--- config.mk ---
export PLATFORM = sky130hd
export DESIGN_NAME = port_c_pin_mux
export DESIGN_NICKNAME = d
export VERILOG_FILES = /design/src/rtl/pin_level_register_pkg.sv /design/src/rtl/pin_sync_if.sv /design/src/rtl/pin_sync.sv /design/src/rtl/port_c_pin_mux.sv
export SDC_FILE = /design/constraint.sdc
export NUM_CORES = 1
export LEC_CHECK = 0
export BUFFER_PORTS_ARGS = -buffer_cell sky130_fd_sc_hd__buf_4
export CAP_MARGIN = 30
export CORE_MARGIN = 2
export CORE_UTILIZATION = 25
export CTS_CLUSTER_DIAMETER = 120
export DETAILED_ROUTE_END_ITERATION = 10
export SYNTH_ARGS = -nofsm -noshare
export SYNTH_HDL_FRONTEND = slang
export SYNTH_SLANG_ARGS = --single-unit
export TNS_END_PERCENT = 100
--- constraint.sdc ---
create_clock -name clk_i -period 3.2 [get_ports clk_i]
set_clock_uncertainty 0.05 [all_clocks]
set_input_delay 0.16 -clock clk_i [delete_from_list [all_inputs] [get_ports clk_i]]
set_output_delay 0.16 -clock clk_i [all_outputs]
set_load 0.005 [all_outputs]
--- src/rtl/pin_level_register_pkg.sv ---
// Constants for the eight-pin shared port: register map, reset values and
// the pin positions of the peripheral functions.
// Assumes an APB bus with 32-bit data and one word per register.
package pin_mux_pkg;

  // ----------------------------------------------------------------------
  // Register map
  // ----------------------------------------------------------------------
  localparam logic [11:0] PIN_LEVEL_OFF    = 12'h000;
  localparam logic [11:0] OUT_LATCH_OFF    = 12'h004;
  localparam logic [11:0] DIRECTION_OFF    = 12'h008;
  localparam logic [11:0] PERIPH_CTRL_OFF  = 12'h00c;
  localparam logic [11:0] PERIPH_STAT_OFF  = 12'h010;

  // ----------------------------------------------------------------------
  // Reset values
  // ----------------------------------------------------------------------
  localparam logic [7:0] DIRECTION_RST   = 8'hff;
  localparam logic [7:0] OUT_LATCH_RST   = 8'h00;
  localparam logic [7:0] PERIPH_CTRL_RST = 8'h00;

  // ----------------------------------------------------------------------
  // Peripheral control register fields
  // ----------------------------------------------------------------------
  localparam int LF_OSC_EN_BIT     = 0;
  localparam int CCP2_PIN_SEL_BIT  = 1;
  localparam int CCP1_EN_BIT       = 2;
  localparam int CCP2_EN_BIT       = 3;
  localparam int SPI_EN_BIT        = 4;
  localparam int I2C_EN_BIT        = 5;
  localparam int USART_EN_BIT      = 6;
  localparam int USART_SYNC_BIT    = 7;

  // ----------------------------------------------------------------------
  // Pin positions
  // ----------------------------------------------------------------------
  localparam int PIN_OSC_OUT   = 0;
  localparam int PIN_OSC_IN    = 1;
  localparam int PIN_CCP1      = 2;
  localparam int PIN_SCK       = 3;
  localparam int PIN_SDI       = 4;
  localparam int PIN_SDO       = 5;
  localparam int PIN_USART_CK  = 6;
  localparam int PIN_USART_DT  = 7;

  localparam int PIN_SYNC_STAGES = 3;

endpackage

--- src/rtl/pin_sync_if.sv ---
// Carries raw pin levels into the synchroniser and filtered levels back.
// Assumes both ends share clk_i.
`timescale 1ns/1ps
interface pin_sync_if;
  logic [7:0] raw;
  logic [7:0] level;
  modport owner (output raw, input level);
  modport sync  (input raw, output level);
endinterface

--- src/rtl/pin_sync.sv ---
// Three-stage synchroniser for the eight pin inputs.
// Assumes pins are asynchronous to clk_i; a change is accepted once the
// second and third stages agree.
`timescale 1ns/1ps
module pin_sync
  import pin_mux_pkg::*;
(
  input  wire logic   clk_i,
  input  wire logic   rst_n_i,
  pin_sync_if.sync    sif
);

  typedef struct packed {
    logic [7:0] s1;
    logic [7:0] s2;
    logic [7:0] s3;
    logic [7:0] level;
  } sync_state_t;

  sync_state_t st_r;
  sync_state_t st_nxt;

  // Shift the stages; the first stage feeds only the second.
  always_comb begin
    st_nxt    = st_r;
    st_nxt.s1 = sif.raw;
    st_nxt.s2 = st_r.s1;
    st_nxt.s3 = st_r.s2;
    for (int i = 0; i < 8; i++) begin
      if (st_r.s2[i] == st_r.s3[i]) begin
        st_nxt.level[i] = st_r.s3[i];
      end
    end
  end

  // Inputs read as zero until the pins have settled.
  always_ff @(posedge clk_i or negedge rst_n_i) begin
    if (!rst_n_i) begin
      st_r <= '0;
    end else begin
      st_r <= st_nxt;
    end
  end

  assign sif.level = st_r.level;

endmodule

--- src/rtl/port_c_pin_mux.sv ---
// Eight-pin general purpose port shared with on-chip peripherals, with
// an APB register slave.
// Assumes peripherals present per-pin drive and enable signals on clk_i
// and that the pad ring resolves the level from pin_oe_o.
`timescale 1ns/1ps

// Operation
// - Direction one is input, zero output.
// - Writing pin or latch register updates latches.
// - Oscillator enable disables pin 0 digital I/O.
// - Oscillator enable disables pin 1 digital I/O.
// - Pin select routes second compare unit to pin 1.
// - Pin 2 carries first compare unit.
// - PWM channel A may tri-state on shutdown.
// - Pin 3 carries SPI clock both ways.
// - I2C uses pins 3, 4; module picks threshold.
// - Pin 4 SPI input, pin 5 SPI output.
// - USART receive taken from pin 7.
// - Synchronous USART clock pin 6, data pin 7.
// - Comparator output sets its own direction.
// - All pins inputs after reset.
// - Direction reads return stored contents.
module port_c_pin_mux
  import pin_mux_pkg::*;
(
  input  wire logic        clk_i,
  input  wire logic        rst_n_i,
  // APB slave.
  input  wire logic        psel_i,
  input  wire logic        penable_i,
  input  wire logic        pwrite_i,
  input  wire logic [11:0] paddr_i,
  input  wire logic [31:0] pwdata_i,
  input  wire logic [3:0]  pstrb_i,
  output logic [31:0]      prdata_o,
  output logic             pready_o,
  output logic             pslverr_o,
  // Pads.
  input  wire logic [7:0]  pin_i,
  output logic [7:0]       pin_o,
  output logic [7:0]       pin_oe_o,
  output logic [1:0]       osc_analog_en_o,
  output logic [1:0]       i2c_schmitt_sel_o,
  // Fixed pin-select configuration bit.
  input  wire logic        second_ccp_pin_select_cfg_i,
  // Capture/compare units.
  input  wire logic        ccp1_out_i,
  input  wire logic        ccp1_out_en_i,
  input  wire logic        ccp1_shutdown_tri_i,
  input  wire logic        ccp2_out_i,
  input  wire logic        ccp2_out_en_i,
  input  wire logic        ccp2_shutdown_tri_i,
  output logic             ccp1_capture_o,
  output logic             ccp2_capture_o,
  output logic             timer_counter_clock_in_o,
  // Serial module.
  input  wire logic        spi_clock_pin_i,
  input  wire logic        spi_data_out_pin_i,
  input  wire logic        i2c_clock_pin_oe_i,
  input  wire logic        i2c_data_pin_oe_i,
  input  wire logic        i2c_schmitt_i,
  output logic             spi_clock_pin_o,
  output logic             spi_data_in_pin_o,
  output logic             i2c_clock_pin_o,
  output logic             i2c_data_pin_o,
  // Comparator.
  input  wire logic        comparator_two_output_i,
  input  wire logic        comparator_two_output_en_i,
  // USART.
  input  wire logic        usart_transmit_pin_i,
  input  wire logic        usart_sync_clock_pin_i,
  input  wire logic        usart_sync_data_pin_i,
  input  wire logic        usart_sync_tx_i,
  output logic             usart_receive_pin_o,
  output logic             usart_sync_clock_pin_o,
  output logic             usart_sync_data_pin_o
);

  // ----------------------------------------------------------------------
  // State
  // ----------------------------------------------------------------------
  typedef struct packed {
    logic [7:0]  latch;
    logic [7:0]  dir;
    logic [7:0]  ctrl;
    logic [31:0] prdata;
    logic        pready;
    logic        pslverr;
    logic [7:0]  pin_out;
    logic [7:0]  pin_oe;
    logic [1:0]  osc_en;
    logic [1:0]  i2c_sel;
    logic        ccp1_cap;
    logic        ccp2_cap;
    logic        tmr_ck;
    logic        spi_ck;
    logic        spi_di;
    logic        i2c_ck;
    logic        i2c_dt;
    logic        rx;
    logic        sck_in;
    logic        sdt_in;
  } port_state_t;

  port_state_t st_r;
  port_state_t st_nxt;

  pin_sync_if sif ();

  assign sif.raw = pin_i;

  pin_sync u_sync (
    .clk_i   (clk_i),
    .rst_n_i (rst_n_i),
    .sif     (sif)
  );

  logic [7:0] lvl;
  assign lvl = sif.level;

  // ----------------------------------------------------------------------
  // Next state
  // ----------------------------------------------------------------------
  always_comb begin
    logic       lf_en;
    logic       spi_en;
    logic       i2c_en;
    logic       us_en;
    logic       us_sync;
    logic       ccp2_here;
    logic [7:0] drv;
    logic [7:0] oe;
    logic [7:0] wdat;
    logic       access;
    logic       mapped;
    lf_en     = st_r.ctrl[LF_OSC_EN_BIT];
    spi_en    = st_r.ctrl[SPI_EN_BIT];
    i2c_en    = st_r.ctrl[I2C_EN_BIT];
    us_en     = st_r.ctrl[USART_EN_BIT];
    us_sync   = st_r.ctrl[USART_SYNC_BIT];
    ccp2_here = second_ccp_pin_select_cfg_i & st_r.ctrl[CCP2_EN_BIT];
    st_nxt    = st_r;

    drv = st_r.latch;
    oe  = ~st_r.dir;

    if (ccp2_here && !st_r.dir[PIN_OSC_IN]) begin
      drv[PIN_OSC_IN] = ccp2_out_i;
      oe[PIN_OSC_IN]  = ccp2_out_en_i & ~ccp2_shutdown_tri_i;
    end
    if (st_r.ctrl[CCP1_EN_BIT] && !st_r.dir[PIN_CCP1]) begin
      drv[PIN_CCP1] = ccp1_out_i;
      oe[PIN_CCP1]  = ccp1_out_en_i & ~ccp1_shutdown_tri_i;
    end
    if (spi_en && !st_r.dir[PIN_SCK]) begin
      drv[PIN_SCK] = spi_clock_pin_i;
    end
    if (spi_en && !st_r.dir[PIN_SDO]) begin
      drv[PIN_SDO] = spi_data_out_pin_i;
    end
    if (comparator_two_output_en_i) begin
      drv[PIN_SDO] = comparator_two_output_i;
      oe[PIN_SDO]  = 1'b1;
    end
    if (i2c_en) begin
      drv[PIN_SCK] = 1'b0;
      oe[PIN_SCK]  = i2c_clock_pin_oe_i;
      drv[PIN_SDI] = 1'b0;
      oe[PIN_SDI]  = i2c_data_pin_oe_i;
    end
    if (us_en && us_sync) begin
      drv[PIN_USART_CK] = usart_sync_clock_pin_i;
      oe[PIN_USART_CK]  = usart_sync_tx_i;
      drv[PIN_USART_DT] = usart_sync_data_pin_i;
      oe[PIN_USART_DT]  = usart_sync_tx_i;
    end else if (us_en) begin
      drv[PIN_USART_CK] = usart_transmit_pin_i;
      oe[PIN_USART_CK]  = 1'b1;
    end
    if (lf_en) begin
      drv[PIN_OSC_OUT] = 1'b0;
      oe[PIN_OSC_OUT]  = 1'b0;
      drv[PIN_OSC_IN]  = 1'b0;
      oe[PIN_OSC_IN]   = 1'b0;
    end
    st_nxt.pin_out = drv;
    st_nxt.pin_oe  = oe;
    st_nxt.osc_en  = {lf_en, lf_en};
    st_nxt.i2c_sel = {2{i2c_en & i2c_schmitt_i}};

    // Peripheral inputs, masked when the pin is analog.
    st_nxt.tmr_ck   = ~lf_en & lvl[PIN_OSC_OUT];
    st_nxt.ccp2_cap = ccp2_here & ~lf_en & st_r.dir[PIN_OSC_IN]
                      & lvl[PIN_OSC_IN];
    st_nxt.ccp1_cap = st_r.dir[PIN_CCP1] & lvl[PIN_CCP1];
    st_nxt.spi_ck   = st_r.dir[PIN_SCK] & lvl[PIN_SCK];
    st_nxt.spi_di   = st_r.dir[PIN_SDI] & lvl[PIN_SDI];
    st_nxt.i2c_ck   = lvl[PIN_SCK];
    st_nxt.i2c_dt   = lvl[PIN_SDI];
    st_nxt.rx       = us_en & ~us_sync & st_r.dir[PIN_USART_DT]
                      & lvl[PIN_USART_DT];
    st_nxt.sck_in   = us_sync & ~usart_sync_tx_i & lvl[PIN_USART_CK];
    st_nxt.sdt_in   = us_sync & ~usart_sync_tx_i & st_r.dir[PIN_USART_DT]
                      & lvl[PIN_USART_DT];

    // APB: one wait state, answer in the cycle after the first access cycle.
    access = psel_i & penable_i & ~st_r.pready;
    mapped = (paddr_i == PIN_LEVEL_OFF) || (paddr_i == OUT_LATCH_OFF) ||
             (paddr_i == DIRECTION_OFF) || (paddr_i == PERIPH_CTRL_OFF) ||
             (paddr_i == PERIPH_STAT_OFF);
    wdat   = pwdata_i[7:0];
    st_nxt.pready  = access;
    st_nxt.pslverr = access & ~mapped;
    st_nxt.prdata  = '0;
    if (access && !pwrite_i) begin
      unique case (paddr_i)
        PIN_LEVEL_OFF:   st_nxt.prdata = {24'h000000, lvl};
        OUT_LATCH_OFF:   st_nxt.prdata = {24'h000000, st_r.latch};
        DIRECTION_OFF:   st_nxt.prdata = {24'h000000, st_r.dir};
        PERIPH_CTRL_OFF: st_nxt.prdata = {24'h000000, st_r.ctrl};
        PERIPH_STAT_OFF: st_nxt.prdata = {24'h000000, st_r.pin_oe};
        default:         st_nxt.prdata = '0;
      endcase
    end
    if (access && pwrite_i && pstrb_i[0]) begin
      unique case (paddr_i)
        PIN_LEVEL_OFF,
        OUT_LATCH_OFF:   st_nxt.latch = wdat;
        DIRECTION_OFF:   st_nxt.dir   = wdat;
        PERIPH_CTRL_OFF: st_nxt.ctrl  = wdat;
        default:         st_nxt.latch = st_r.latch;
      endcase
    end
  end

  // ----------------------------------------------------------------------
  // Registers
  // ----------------------------------------------------------------------
  // pins come up as inputs
  always_ff @(posedge clk_i or negedge rst_n_i) begin
    if (!rst_n_i) begin
      st_r       <= '0;
      st_r.dir   <= DIRECTION_RST;
      st_r.latch <= OUT_LATCH_RST;
      st_r.ctrl  <= PERIPH_CTRL_RST;
    end else begin
      st_r <= st_nxt;
    end
  end

  // Outputs straight from the state flip-flops.
  assign prdata_o                 = st_r.prdata;
  assign pready_o                 = st_r.pready;
  assign pslverr_o                = st_r.pslverr;
  assign pin_o                    = st_r.pin_out;
  assign pin_oe_o                 = st_r.pin_oe;
  assign osc_analog_en_o          = st_r.osc_en;
  assign i2c_schmitt_sel_o        = st_r.i2c_sel;
  assign ccp1_capture_o           = st_r.ccp1_cap;
  assign ccp2_capture_o           = st_r.ccp2_cap;
  assign timer_counter_clock_in_o = st_r.tmr_ck;
  assign spi_clock_pin_o          = st_r.spi_ck;
  assign spi_data_in_pin_o        = st_r.spi_di;
  assign i2c_clock_pin_o          = st_r.i2c_ck;
  assign i2c_data_pin_o           = st_r.i2c_dt;
  assign usart_receive_pin_o      = st_r.rx;
  assign usart_sync_clock_pin_o   = st_r.sck_in;
  assign usart_sync_data_pin_o    = st_r.sdt_in;

endmodule

* Yosys cells after proc, flatten, opt, wreduce, memory -nomap -nowiden
Cells that the tools add are included.
** Cells by class
- $add $sub $neg :: 0
- Multipliers :: 0
- Div/mod/pow operators :: 0
- Magnitude comparators :: 0
- Equality and inequality tests :: 12
- Shifts and indexed selects :: 0
- Multiplexer cells :: 20
- Bitwise operators :: 29
- Reductions and logical operators :: 22
** Operator list (count)
- $pmux 8 s5 :: 1
- $eq 12x4->1 const B :: 2
- $and 1x1->1 :: 21
- $mux 1 :: 14
- $eq 12x3->1 const B :: 1
- $eq 12x5->1 const B :: 1
- $logic_not 12->1 :: 1
- $eq 1x1->1 :: 8
- $logic_and 1x1->1 :: 8
- $mux 2 :: 4
- $mux 8 :: 1
- $not 8->8 :: 1
- $not 1->1 :: 7
- $reduce_and 2->1 :: 3
- $logic_not 1->1 :: 5
- $logic_or 1x1->1 :: 4
- $reduce_or 2->1 :: 1
** Storage, ports and cells
- Flip-flop bits (word level) :: 118
- Bits in latches :: 0
- Memory bits (writable) :: 0
- ROM bits :: 0
- Input port bits :: 79
- Output and inout bits :: 64
- Logic and storage cells :: 114
- Memories :: 0

* Longest topological paths before layout
Gate-level depths: netlist (run 1).
- Depth in word-level cells :: 7
- Mapped depth :: 6
- Depth with buffers taken out :: 4

* Cells and area by module
From an unflattened synthesis (run 1), not the netlist that was laid out.
** Unflattened totals
- Cells, all modules :: 311
- Area, all modules :: 3992.6 µm²
** Modules (own cells, without submodules)
- port_c_pin_mux :: times used 1, cells an instance 263, area each 3041.7 µm², sequential area each 1561.5 µm²
- pin_sync :: times used 1, cells an instance 48, area each 950.9 µm², sequential area each 800.8 µm²

* Worst setup path before layout (run 1)
Ideal clock, no wire load.
- Path type :: input port to flip-flop
- From :: input port paddr_i[9]
- To :: register st_r, in the netlist st_nxt[12]
- Setup time :: 125 ps
- Arrival time :: 1880 ps
- Data required time :: 3025 ps
- Slack :: 1145 ps
- Stages on the path :: 5
- Path buffers :: 1
- Cell sequence :: or4_4 > or3_4 > or3_1 > buf_6 > mux2_4
** Between the ends
- Longest elaborated chain between the ends :: 2
** Ends and longest elaborated chain
- from (decl) :: line port_c_pin_mux.sv:32 : input wire logic [11:0] paddr_i,
- $eq 12x4->1 :: line port_c_pin_mux.sv:226 : unique case (paddr_i)
- $reduce_and 2->1 (no source line)
- to (signal assigned) :: line port_c_pin_mux.sv:247 : st_r <= st_nxt;
- to (decl) :: line port_c_pin_mux.sv:105 : port_state_t st_r;
Every way passes these cells.
A chain may end at the register's enable or synchronous reset.

* Worst setup path after layout (run 1)
- From :: input port paddr_i[1]
- To :: register st_r[69] (netlist name)
The elaborated chain is that of the path after synthesis.

==> impl_metrics.env, run 1 <==
export IMPL_status="finished clean"
export IMPL_synth_top_area_cell="dfrtp_1"
export IMPL_drc=0
export IMPL_coreArea_um2=15200
export IMPL_synth_most_common_cell="dfrtp_1"
export IMPL_die_h_um=129
export IMPL_yosysSeqAreaShare_pct=60.8
export IMPL_ys_top_cells_by_count="dfrtp_1, buf_4, mux2_2, nand2_1, a22oi_1"
export IMPL_syn2layout_area_growth_pct=29.3
export IMPL_fin_crit_sh_pct=66.6
export IMPL_grt_pass1_vias=2500
export IMPL_cts_hold_buf=19
export IMPL_path_cells="buf_4 > or3_1 > or3_4 > or3_1 > mux2_4"
export IMPL_ys_flop_type="dfrtp_1"
export IMPL_rsz0062_at_grt="false"
export IMPL_reg2reg_depth=4
export IMPL_first_pass_iters=4
export IMPL_syn_area_per_cell_um2=13.1
export IMPL_crit_required_ns=3.38
export IMPL_power_density_nw_per_um2=502
export IMPL_cp_end_kind="flop"
export IMPL_row_count=45
export IMPL_root_buffer="clkbuf_16"
export IMPL_antenna_cells=0
export IMPL_cpMostUsedCell="or3_1"
export IMPL_relSlewSlack_pct=38.9
export IMPL_tightest_slew_ns=0.914
export IMPL_peakVddDrop_mv=0.201
export IMPL_async_flop_share_pct=100
export IMPL_cts_made_buffers=9
export IMPL_cts_max_level=3
export IMPL_route_detailed_wl_per_inst_um=15.8
export IMPL_nets=464
export IMPL_cts_path_max_buffers=2
export IMPL_slowest_stage="or3_1"
export IMPL_min_path_type="primary input to flop"
export IMPL_io_buffers=91
export IMPL_dpl_cell_area_um2=4510
export IMPL_worstPathMaxFanout=9
export IMPL_grt_start_max_net_pins=51
export IMPL_ant_nets=0
export IMPL_synth_seq_cells=94
export IMPL_cp_arrival_ns=2.31
export IMPL_post_cts_buffers=0
export IMPL_path_class="primary input to flop"
export IMPL_min_path_cells=2
export IMPL_grt_overflow=0
export IMPL_insertion_delay_ns=0.34
export IMPL_slowest_delay_ns=0.66
export IMPL_viasPerCell=4.15
export IMPL_cts_tree="done"
export IMPL_synth_top_area_share_pct=55.4
export IMPL_start_util_pct=25.6
export IMPL_dieArea_um2=16600
export IMPL_clock_sinks=94
export IMPL_ys_warnings_count=0
export IMPL_fmax_mhz=469
export IMPL_antenna_found_initial=0
export IMPL_top_level_ports=143
export IMPL_maxSlewViolCount=0
export IMPL_synth_edff_count=0
export IMPL_die_x_um=129
export IMPL_vias=2400
export IMPL_finalWorstSetupSlack_ns=1.07
export IMPL_synth_area_leaders="dfrtp_1, buf_4, mux2_2, dfstp_2, mux2_4"
export IMPL_hpwl_mm=6.42
export IMPL_first_iter_violations=116
export IMPL_gr_usage_all_layers_pct=11.5
export IMPL_drive_gt1_share_pct=39.0
export IMPL_fin_setup_tns_ns=0
export IMPL_p_leak_nw=2.33
export IMPL_grt_pass1_wl_mm=14.1
export IMPL_cap_violations=0
export IMPL_hold_violations=0
export IMPL_pre_cts_ws_ns=0.681
export IMPL_setup_violations_final=0
export IMPL_synth_area_um2=3890
export IMPL_wirelength_mm=9.14
export IMPL_fin_crit_ns=2.13
export IMPL_cts_clk_slew_worst_paths_ns=0.06
export IMPL_ctsResizeCount=0
export IMPL_synth_cells=297
export IMPL_fin_area_um2=5020
export IMPL_synth_distinct_cells=36
export IMPL_critPathLaunchType="primary input"
export IMPL_gp_congestion=0.726
==> report_power, final <==
| part | total [mW] | leakage, nW | switching [mW] | internal (mW) |
|---|---|---|---|---|
| Sequential | 1.24 | 1.16 | 0.0188 | 1.22 |
| Clock | 1.12 | 0.155 | 0.428 | 0.691 |
| Combinational | 0.164 | 1.02 | 0.0763 | 0.0877 |
==> final cells by class <==
class | count | area [um2]
clock inverters | 2 | 37.5
multi-input cells | 163 | 1170
fillers | 1516 | 10200
well taps | 188 | 235
clock buffers | 14 | 284
repair buffers | 114 | 923
inverters | 3 | 11.3
flip-flops and latches | 94 | 2360
==> layer usage <==
layer | track usage, % | wire (um) | up-vias
li1 | - | - | 1126
met1 | 15.3 | 3980 | 1183
met2 | 18.2 | 4420 | 81
met3 | 3.33 | 601 | 10
met4 | 4.03 | 141 | 0
met5 | 0 | 0 | -
==> state kept, by name, indices dropped and copies added, names as in the netlist <==
signal	count
prdata_o	8
usart_sync_data_pin_o	1
i2c_schmitt_sel_o	1
timer_counter_clock_in_o	1
osc_analog_en_o	1
u_sync.st_nxt	16
pin_o	8
i2c_clock_pin_o	1
usart_receive_pin_o	1
ccp2_capture_o	1
i2c_data_pin_o	1
pready_o	1
u_sync.st_r	8
pslverr_o	1
pin_oe_o	8
st_r	23
u_sync.sif.level	8
ccp1_capture_o	1
usart_sync_clock_pin_o	1
spi_data_in_pin_o	1
spi_clock_pin_o	1
st_nxt	1
==> cells by family after synthesis <==
kind of cell,count (synthesis),share of synthesized area [%]
multiplexers,33,10.2
other,1,0.0965
flip-flops,94,60.8
adder cells (fa/ha/maj),8,2.06
AND/OR/NAND/NOR,59,8.73
AO/OA/AOI/OAI,39,6.76
buffers and inverters,63,11.3
==> through the flow <==
step	hold slack (ns)	cells	utilization, %	power, mW
2_1_floorplan	-0.186	320	-	1.32
3_5_place_dp	0.108	543	29.7	1.41
3_3_place_gp	0.219	542	29.5	1.40
6_report	0.0147	578	33.0	2.52
5_1_grt	0.00587	578	33.0	2.63
4_1_cts	0.000338	578	33.0	2.57
==> critical path, delay by kind of cell <==
family | cells | cell delay (ns)
AND/OR/NAND/NOR | 3 | 1.62
buffers and inverters | 1 | 0.11
multiplexers | 1 | 0.40
==> placed cells by master (no fill, tap or decap), types with 3 or more instances in the layout <==
cell type	synthesis	layout
mux2_2	22	22
dfstp_2	8	8
clkbuf_16	0	9
or3_1	3	3
nor3_1	3	3
a22oi_1	13	13
o22a_1	6	6
nor2b_1	8	8
mux2_4	8	8
and2_1	5	5
o21ai_0	5	5
a21oi_1	12	12
clkbuf_8	0	4
dlygate4sd3_1	0	19
buf_4	52	94
mux2i_1	3	3
dfrtp_1	86	86
nand2_1	15	15
nor2_1	9	9
nand2b_1	3	3
maj3_1	8	8
inv_1	3	3
conb_1	1	24
==> path summary, 6_finish.rpt <==
check	startpoint	endpoint	slack (ns)
min in group asynchronous	rst_n_i	pin_oe_o[3]$_DFF_PN0_	0.26
min	pwdata_i[7]	st_r[71]$_DFFE_PN0P_	0.01
max	paddr_i[1]	st_r[69]$_DFFE_PN0P_	1.07
max reg2reg	pready_o$_DFF_PN0_	st_r[69]$_DFFE_PN0P_	1.12
max in group asynchronous	rst_n_i	st_r[72]$_DFFE_PN1P_	2.16
min reg2reg	u_sync.st_nxt[19]$_DFF_PN0_	u_sync.st_nxt[11]$_DFF_PN0_	0.30
Power figures use the tool's default switching activity.
==> run 2, diff against run 1 <==
==> constraint.sdc (replaced) <==
create_clock -name clk_i -period 1.9 [get_ports clk_i]
set_clock_uncertainty 0.05 [all_clocks]
set_input_delay 0.095 -clock clk_i [delete_from_list [all_inputs] [get_ports clk_i]]
set_output_delay 0.095 -clock clk_i [all_outputs]
set_load 0.005 [all_outputs]
==> run 2 against run 1 <==
Critical path depth is 1 higher. Hold slack better by 0.016 ns. Routed wire length is 0.67% lower. Critical endpoint is now st_r[66]$_DFFE_PN0P_.
==> impl_metrics.env, run 2 (same netlist as run 1, synthesis figures left out) <==
export IMPL_drive_gt1_share_pct=39.0
export IMPL_crit_start="paddr_i[9]"
export IMPL_cts_max_level=3
export IMPL_fin_setup_tns_ns=0
export IMPL_wirelength_mm=9.08
export IMPL_reg2reg_from="pready_o$_DFF_PN0_"
export IMPL_p_leak_nw=2.40
export IMPL_cts_hold_buf=28
export IMPL_fmax_mhz=549
export IMPL_cts_made_buffers=9
export IMPL_gp_congestion=0.805
export IMPL_ctsResizeCount=0
export IMPL_path_class="primary input to flop"
export IMPL_ant_nets=0
export IMPL_row_count=45
export IMPL_insertion_delay_ns=0.34
export IMPL_min_path_type="primary input to flop"
export IMPL_tightest_slew_ns=0.674
export IMPL_fillerInstances=1556
export IMPL_peakVddDrop_mv=0.397
export IMPL_grt_pass1_vias=2573
export IMPL_nets=485
export IMPL_maxSlewViolCount=0
export IMPL_post_cts_buffers=0
export IMPL_top_level_ports=143
export IMPL_rsz0062_at_grt="false"
export IMPL_cp_end_kind="flop"
export IMPL_first_pass_iters=5
export IMPL_cts_clk_slew_worst_paths_ns=0.06
export IMPL_syn2layout_area_growth_pct=32.5
export IMPL_mostFrequentLayoutCells="buf_4, dfrtp_1, dlygate4sd3_1"
export IMPL_final_common_cell="buf_4"
export IMPL_viasPerCell=4.16
export IMPL_hold_violations=0
export IMPL_status="finished clean"
export IMPL_largest_register="st_r"
export IMPL_first_iter_violations=108
export IMPL_drc=0
export IMPL_cts_path_max_buffers=2
export IMPL_relSlewSlack_pct=54.9
export IMPL_fin_crit_ns=1.82
export IMPL_antenna_found_initial=0
export IMPL_start_util_pct=25.6
export IMPL_io_buffers=91
export IMPL_die_h_um=129
export IMPL_grt_pass1_wl_mm=14.0
export IMPL_setup_violations_final=0
export IMPL_dieArea_um2=16600
export IMPL_worstHoldStart="ccp1_shutdown_tri_i"
export IMPL_route_detailed_wl_per_inst_um=15.2
export IMPL_crit_required_ns=2.07
export IMPL_grt_overflow=0
export IMPL_coreArea_um2=15200
export IMPL_largest_reg_flops=23
export IMPL_hpwl_mm=6.59
export IMPL_fin_crit_sh_pct=95.9
export IMPL_die_x_um=129
export IMPL_critPathLaunchType="primary input"
export IMPL_gr_usage_all_layers_pct=11.4
export IMPL_cap_violations=0
export IMPL_power_density_nw_per_um2=796
export IMPL_cts_tree="done"
export IMPL_grt_start_max_net_pins=48
export IMPL_vias=2487
export IMPL_root_buffer="clkbuf_16"
export IMPL_worstPathMaxFanout=8
export IMPL_cp_arrival_ns=1.99
export IMPL_clock_sinks=94
export IMPL_whs_ns=0.0308
export IMPL_antenna_cells=0
run 2: cell types whose count changed in the layout (fill, tap and decap cells not counted):
cell	before	now
buf_4	94	106
dlygate4sd3_1	19	28
buf_12	0	1
clkinv_2	0	1
clkbuf_1	1	4
buf_16	1	0
clkbuf_8	4	0
clkinvlp_4	1	0
run 2: routing by layer:
| metal | wire (um) | global-route usage, % | vias up |
|---|---|---|---|
| met1 | 4080 | 14.9 | 1226 |
| met2 | 4370 | 17.2 | 91 |
| met4 | 132 | 6.01 | 0 |
| met5 | 0 | 0 | - |
| met3 | 494 | 3.28 | 8 |
| li1 | - | - | 1162 |
run 2: report_power, final:
part | switching [mW] | leakage [nW] | internal [mW]
combinational | 0.132 | 1.11 | 0.166
sequential | 0.0322 | 1.16 | 2.06
clock | 0.700 | 0.134 | 1.01
total | 0.864 | 2.40 | 3.23
run 2: worst paths after layout:
path                                               to  slack, ns  cells after the start
setup / recovery                 st_r[66]$_DFFE_PN0P_       0.08                      6
min in group asynchronous   u_sync.st_r[12]$_DFF_PN0_       0.18                      2
setup reg to reg                 st_r[66]$_DFFE_PN0P_       0.17                      5
hold reg to reg            u_sync.st_nxt[8]$_DFF_PN0_       0.30                      0
hold / removal                  pin_oe_o[2]$_DFF_PN0_       0.03                      3
max in group asynchronous        st_r[74]$_DFFE_PN1P_       0.96                      3
run 2: layout make-up:
type	instances	area, um2	share of cell area [%]
multi-input cells	163	1170	22.7
inverters	3	11.3	0.219
flip-flops and latches	94	2360	45.9
well taps	188	235	4.57
repair buffers	135	1100	21.3
clock inverters	2	35.0	0.680
clock buffers	13	240	4.66
run 2: metrics by stage:
| stage | instance area, um2 | utilization, % | std cells | setup WS, ns | power (mW) |
|---|---|---|---|---|---|
| 2_1_floorplan | 3970 | - | 320 | -0.0904 | 2.23 |
| 3_3_place_gp | 4590 | 30.2 | 555 | -0.257 | 2.37 |
| 3_5_place_dp | 4590 | 30.2 | 555 | -0.262 | 2.38 |
| 4_1_cts | 5150 | 33.9 | 598 | 0.0923 | 4.18 |
| 5_1_grt | 5150 | 33.9 | 598 | 0.0621 | 4.28 |
| 6_report | 5150 | 33.9 | 598 | 0.0778 | 4.10 |
run 2: critical path, cell delays in order:
cell	delay, ns
buf_4	0.11
or4_4	0.53
or3_4	0.41
or3_1	0.35
buf_4	0.20
mux2_4	0.30
==> run 3, diff against run 2 <==
--- a/config.mk
+++ b/config.mk
@@ -7,7 +7,6 @@
 export LEC_CHECK = 0
 export BUFFER_PORTS_ARGS = -buffer_cell sky130_fd_sc_hd__buf_4
 export CAP_MARGIN = 30
-export CORE_MARGIN = 2
 export CORE_UTILIZATION = 25
 export CTS_CLUSTER_DIAMETER = 120
 export DETAILED_ROUTE_END_ITERATION = 10
==> run 3 against run 2 <==
Utilization is 0.082 points higher. Cell count is 0.50% higher. Clock power is 5% lower. Non-clock buffer count is 3 higher. Worst setup slack better by 0.0052 ns. Critical path type unchanged.
==> impl_metrics.env, run 3 (same netlist as run 1, synthesis figures left out) <==
export IMPL_critPathLaunchType="primary input"
export IMPL_grt_start_max_net_pins=41
export IMPL_cts_tree="done"
export IMPL_hold_violations=0
export IMPL_top_level_ports=143
export IMPL_pwr_share_comb_pct=7.5
export IMPL_status="finished clean"
export IMPL_tightest_slew_ns=0.655
export IMPL_min_path_type="primary input to flop"
export IMPL_io_buffers=91
export IMPL_relSlewSlack_pct=56.2
export IMPL_path_class="primary input to flop"
export IMPL_p_leak_nw=2.41
export IMPL_largest_reg_flops=23
export IMPL_grt_overflow=0
export IMPL_nets=488
export IMPL_final_common_cell="buf_4"
export IMPL_cts_clk_slew_worst_paths_ns=0.06
export IMPL_first_pass_iters=6
export IMPL_dieArea_um2=16000
export IMPL_fin_crit_sh_pct=95.6
export IMPL_drive_gt1_share_pct=39.5
export IMPL_antenna_found_initial=0
export IMPL_viasPerCell=4.23
export IMPL_worstPathMaxFanout=3
export IMPL_peakVddDrop_mv=0.363
export IMPL_syn2layout_area_growth_pct=32.8
export IMPL_die_h_um=127
export IMPL_finalWorstSetupSlack_ns=0.0830
export IMPL_first_iter_violations=109
export IMPL_cts_path_max_buffers=2
export IMPL_route_detailed_wl_per_inst_um=15.3
export IMPL_die_x_um=127
export IMPL_p_clk_share_pct=40.5
export IMPL_post_cts_buffers=0
export IMPL_antenna_cells=0
export IMPL_clock_sinks=94
export IMPL_root_buffer="clkbuf_16"
export IMPL_coreArea_um2=15200
export IMPL_fin_crit_ns=1.82
export IMPL_setup_violations_final=0
export IMPL_vias=2540
export IMPL_p_sw_mw=0.878
export IMPL_fmax_mhz=550
export IMPL_grt_pass1_vias=2722
export IMPL_power_internal_mw=3.14
export IMPL_power_density_nw_per_um2=778
export IMPL_pre_cts_ws_ns=-0.247
export IMPL_cp_end_kind="flop"
export IMPL_cp_arrival_ns=1.98
export IMPL_switching_share_pct=21.9
export IMPL_insertion_delay_ns=0.34
export IMPL_gp_congestion=0.783
export IMPL_hpwl_mm=6.71
export IMPL_ant_nets=0
export IMPL_p_seq_share_pct=52.0
export IMPL_maxSlewViolCount=0
export IMPL_cts_max_level=3
export IMPL_drc=0
export IMPL_crit_required_ns=2.07
export IMPL_rsz0062_at_grt="false"
export IMPL_wirelength_mm=9.22
export IMPL_largest_register="st_r"
export IMPL_mostFrequentLayoutCells="buf_4, dfrtp_1, dlygate4sd3_1"
export IMPL_utilization_pct=34.0
export IMPL_cts_made_buffers=9
export IMPL_start_util_pct=25.6
export IMPL_cap_violations=0
export IMPL_row_count=45
export IMPL_gr_usage_all_layers_pct=12.2
export IMPL_grt_pass1_wl_mm=14.7
run 3: changes by cell type in the layout (fill, tap and decap cells not counted), sizes merged:
| cell | change |
|---|---|
| bufinv | -1 |
| dlygate4sd3 | +1 |
| buf | +2 |
| clkinvlp | +1 |
run 3: per-stage QoR:
step | setup TNS (ns) | instances | hold WS (ns) | power (mW) | cell area (um2)
floorplan | -0.723 | 320 | -0.251 | 2.23 | 3970
detailed placement | -4.85 | 557 | 0.0789 | 2.38 | 4610
finish | 0 | 601 | 0.00375 | 4.02 | 5160
global placement | -4.53 | 557 | 0.0699 | 2.37 | 4610
global route | 0 | 601 | 0.0249 | 4.19 | 5160
CTS | 0 | 601 | 0.00623 | 4.07 | 5160
run 3: worst paths after layout:
kind / startpoint / endpoint / slack, ns / cells past startpoint
worst max-delay path: comparator_two_output_en_i / pin_o[5]$_DFF_PN0_ / 0.08 / 6
worst min-delay path: ccp1_shutdown_tri_i / pin_oe_o[2]$_DFF_PN0_ / 0.004 / 3
worst max register to register: pready_o$_DFF_PN0_ / st_nxt[12]$_DFFE_PN0P_ / 0.14 / 5
worst min register to register: u_sync.st_nxt[18]$_DFF_PN0_ / u_sync.st_nxt[10]$_DFF_PN0_ / 0.30 / 0
max in group asynchronous: rst_n_i / st_r[78]$_DFFE_PN1P_ / 0.87 / 3
min in group asynchronous: rst_n_i / i2c_clock_pin_o$_DFF_PN0_ / 0.22 / 2
run 3: layout make-up:
cell class	instances	area [um2]
Multi-Input combinational cell	163	1170
Timing Repair Buffer	138	1120
Inverter	3	11.3
Tap cell	188	235
Clock inverter	2	12.5
Sequential cell	94	2360
Clock buffer	13	250
Fill cell	1506	10000
run 3: worst max-delay path, stage by stage:
cell and delay [ns]:
dlygate4sd3_1 0.54, buf_4 0.15, nand2_1 0.05, dlygate4sd3_1 0.53, o21ai_0 0.07, dlygate4sd3_1 0.56
run 3: power groups by stage:
stage               clock, mW  combinational [mW]  sequential, mW
finish                   1.63               0.302            2.09
global route             1.76               0.335            2.09
CTS                      1.68               0.307            2.09
detailed placement          0               0.258            2.12
global placement            0               0.251            2.12
floorplan                   0               0.112            2.11
run 3: repair_timing:
action,in CTS,in global routing
hold buffers,29,0
resized for setup,0,0
endpoints found under the hold margin,80,0
run 3: routing by layer:
| layer | up-vias | global-route usage (%) | part of all wire (%) |
|---|---|---|---|
| met4 | 0 | 5.74 | 1.8 |
| met1 | 1269 | 15.8 | 45 |
| li1 | 1172 | - | - |
| met3 | 13 | 3.16 | 5.3 |
| met5 | - | 0 | 0 |
| met2 | 86 | 19.1 | 48 |
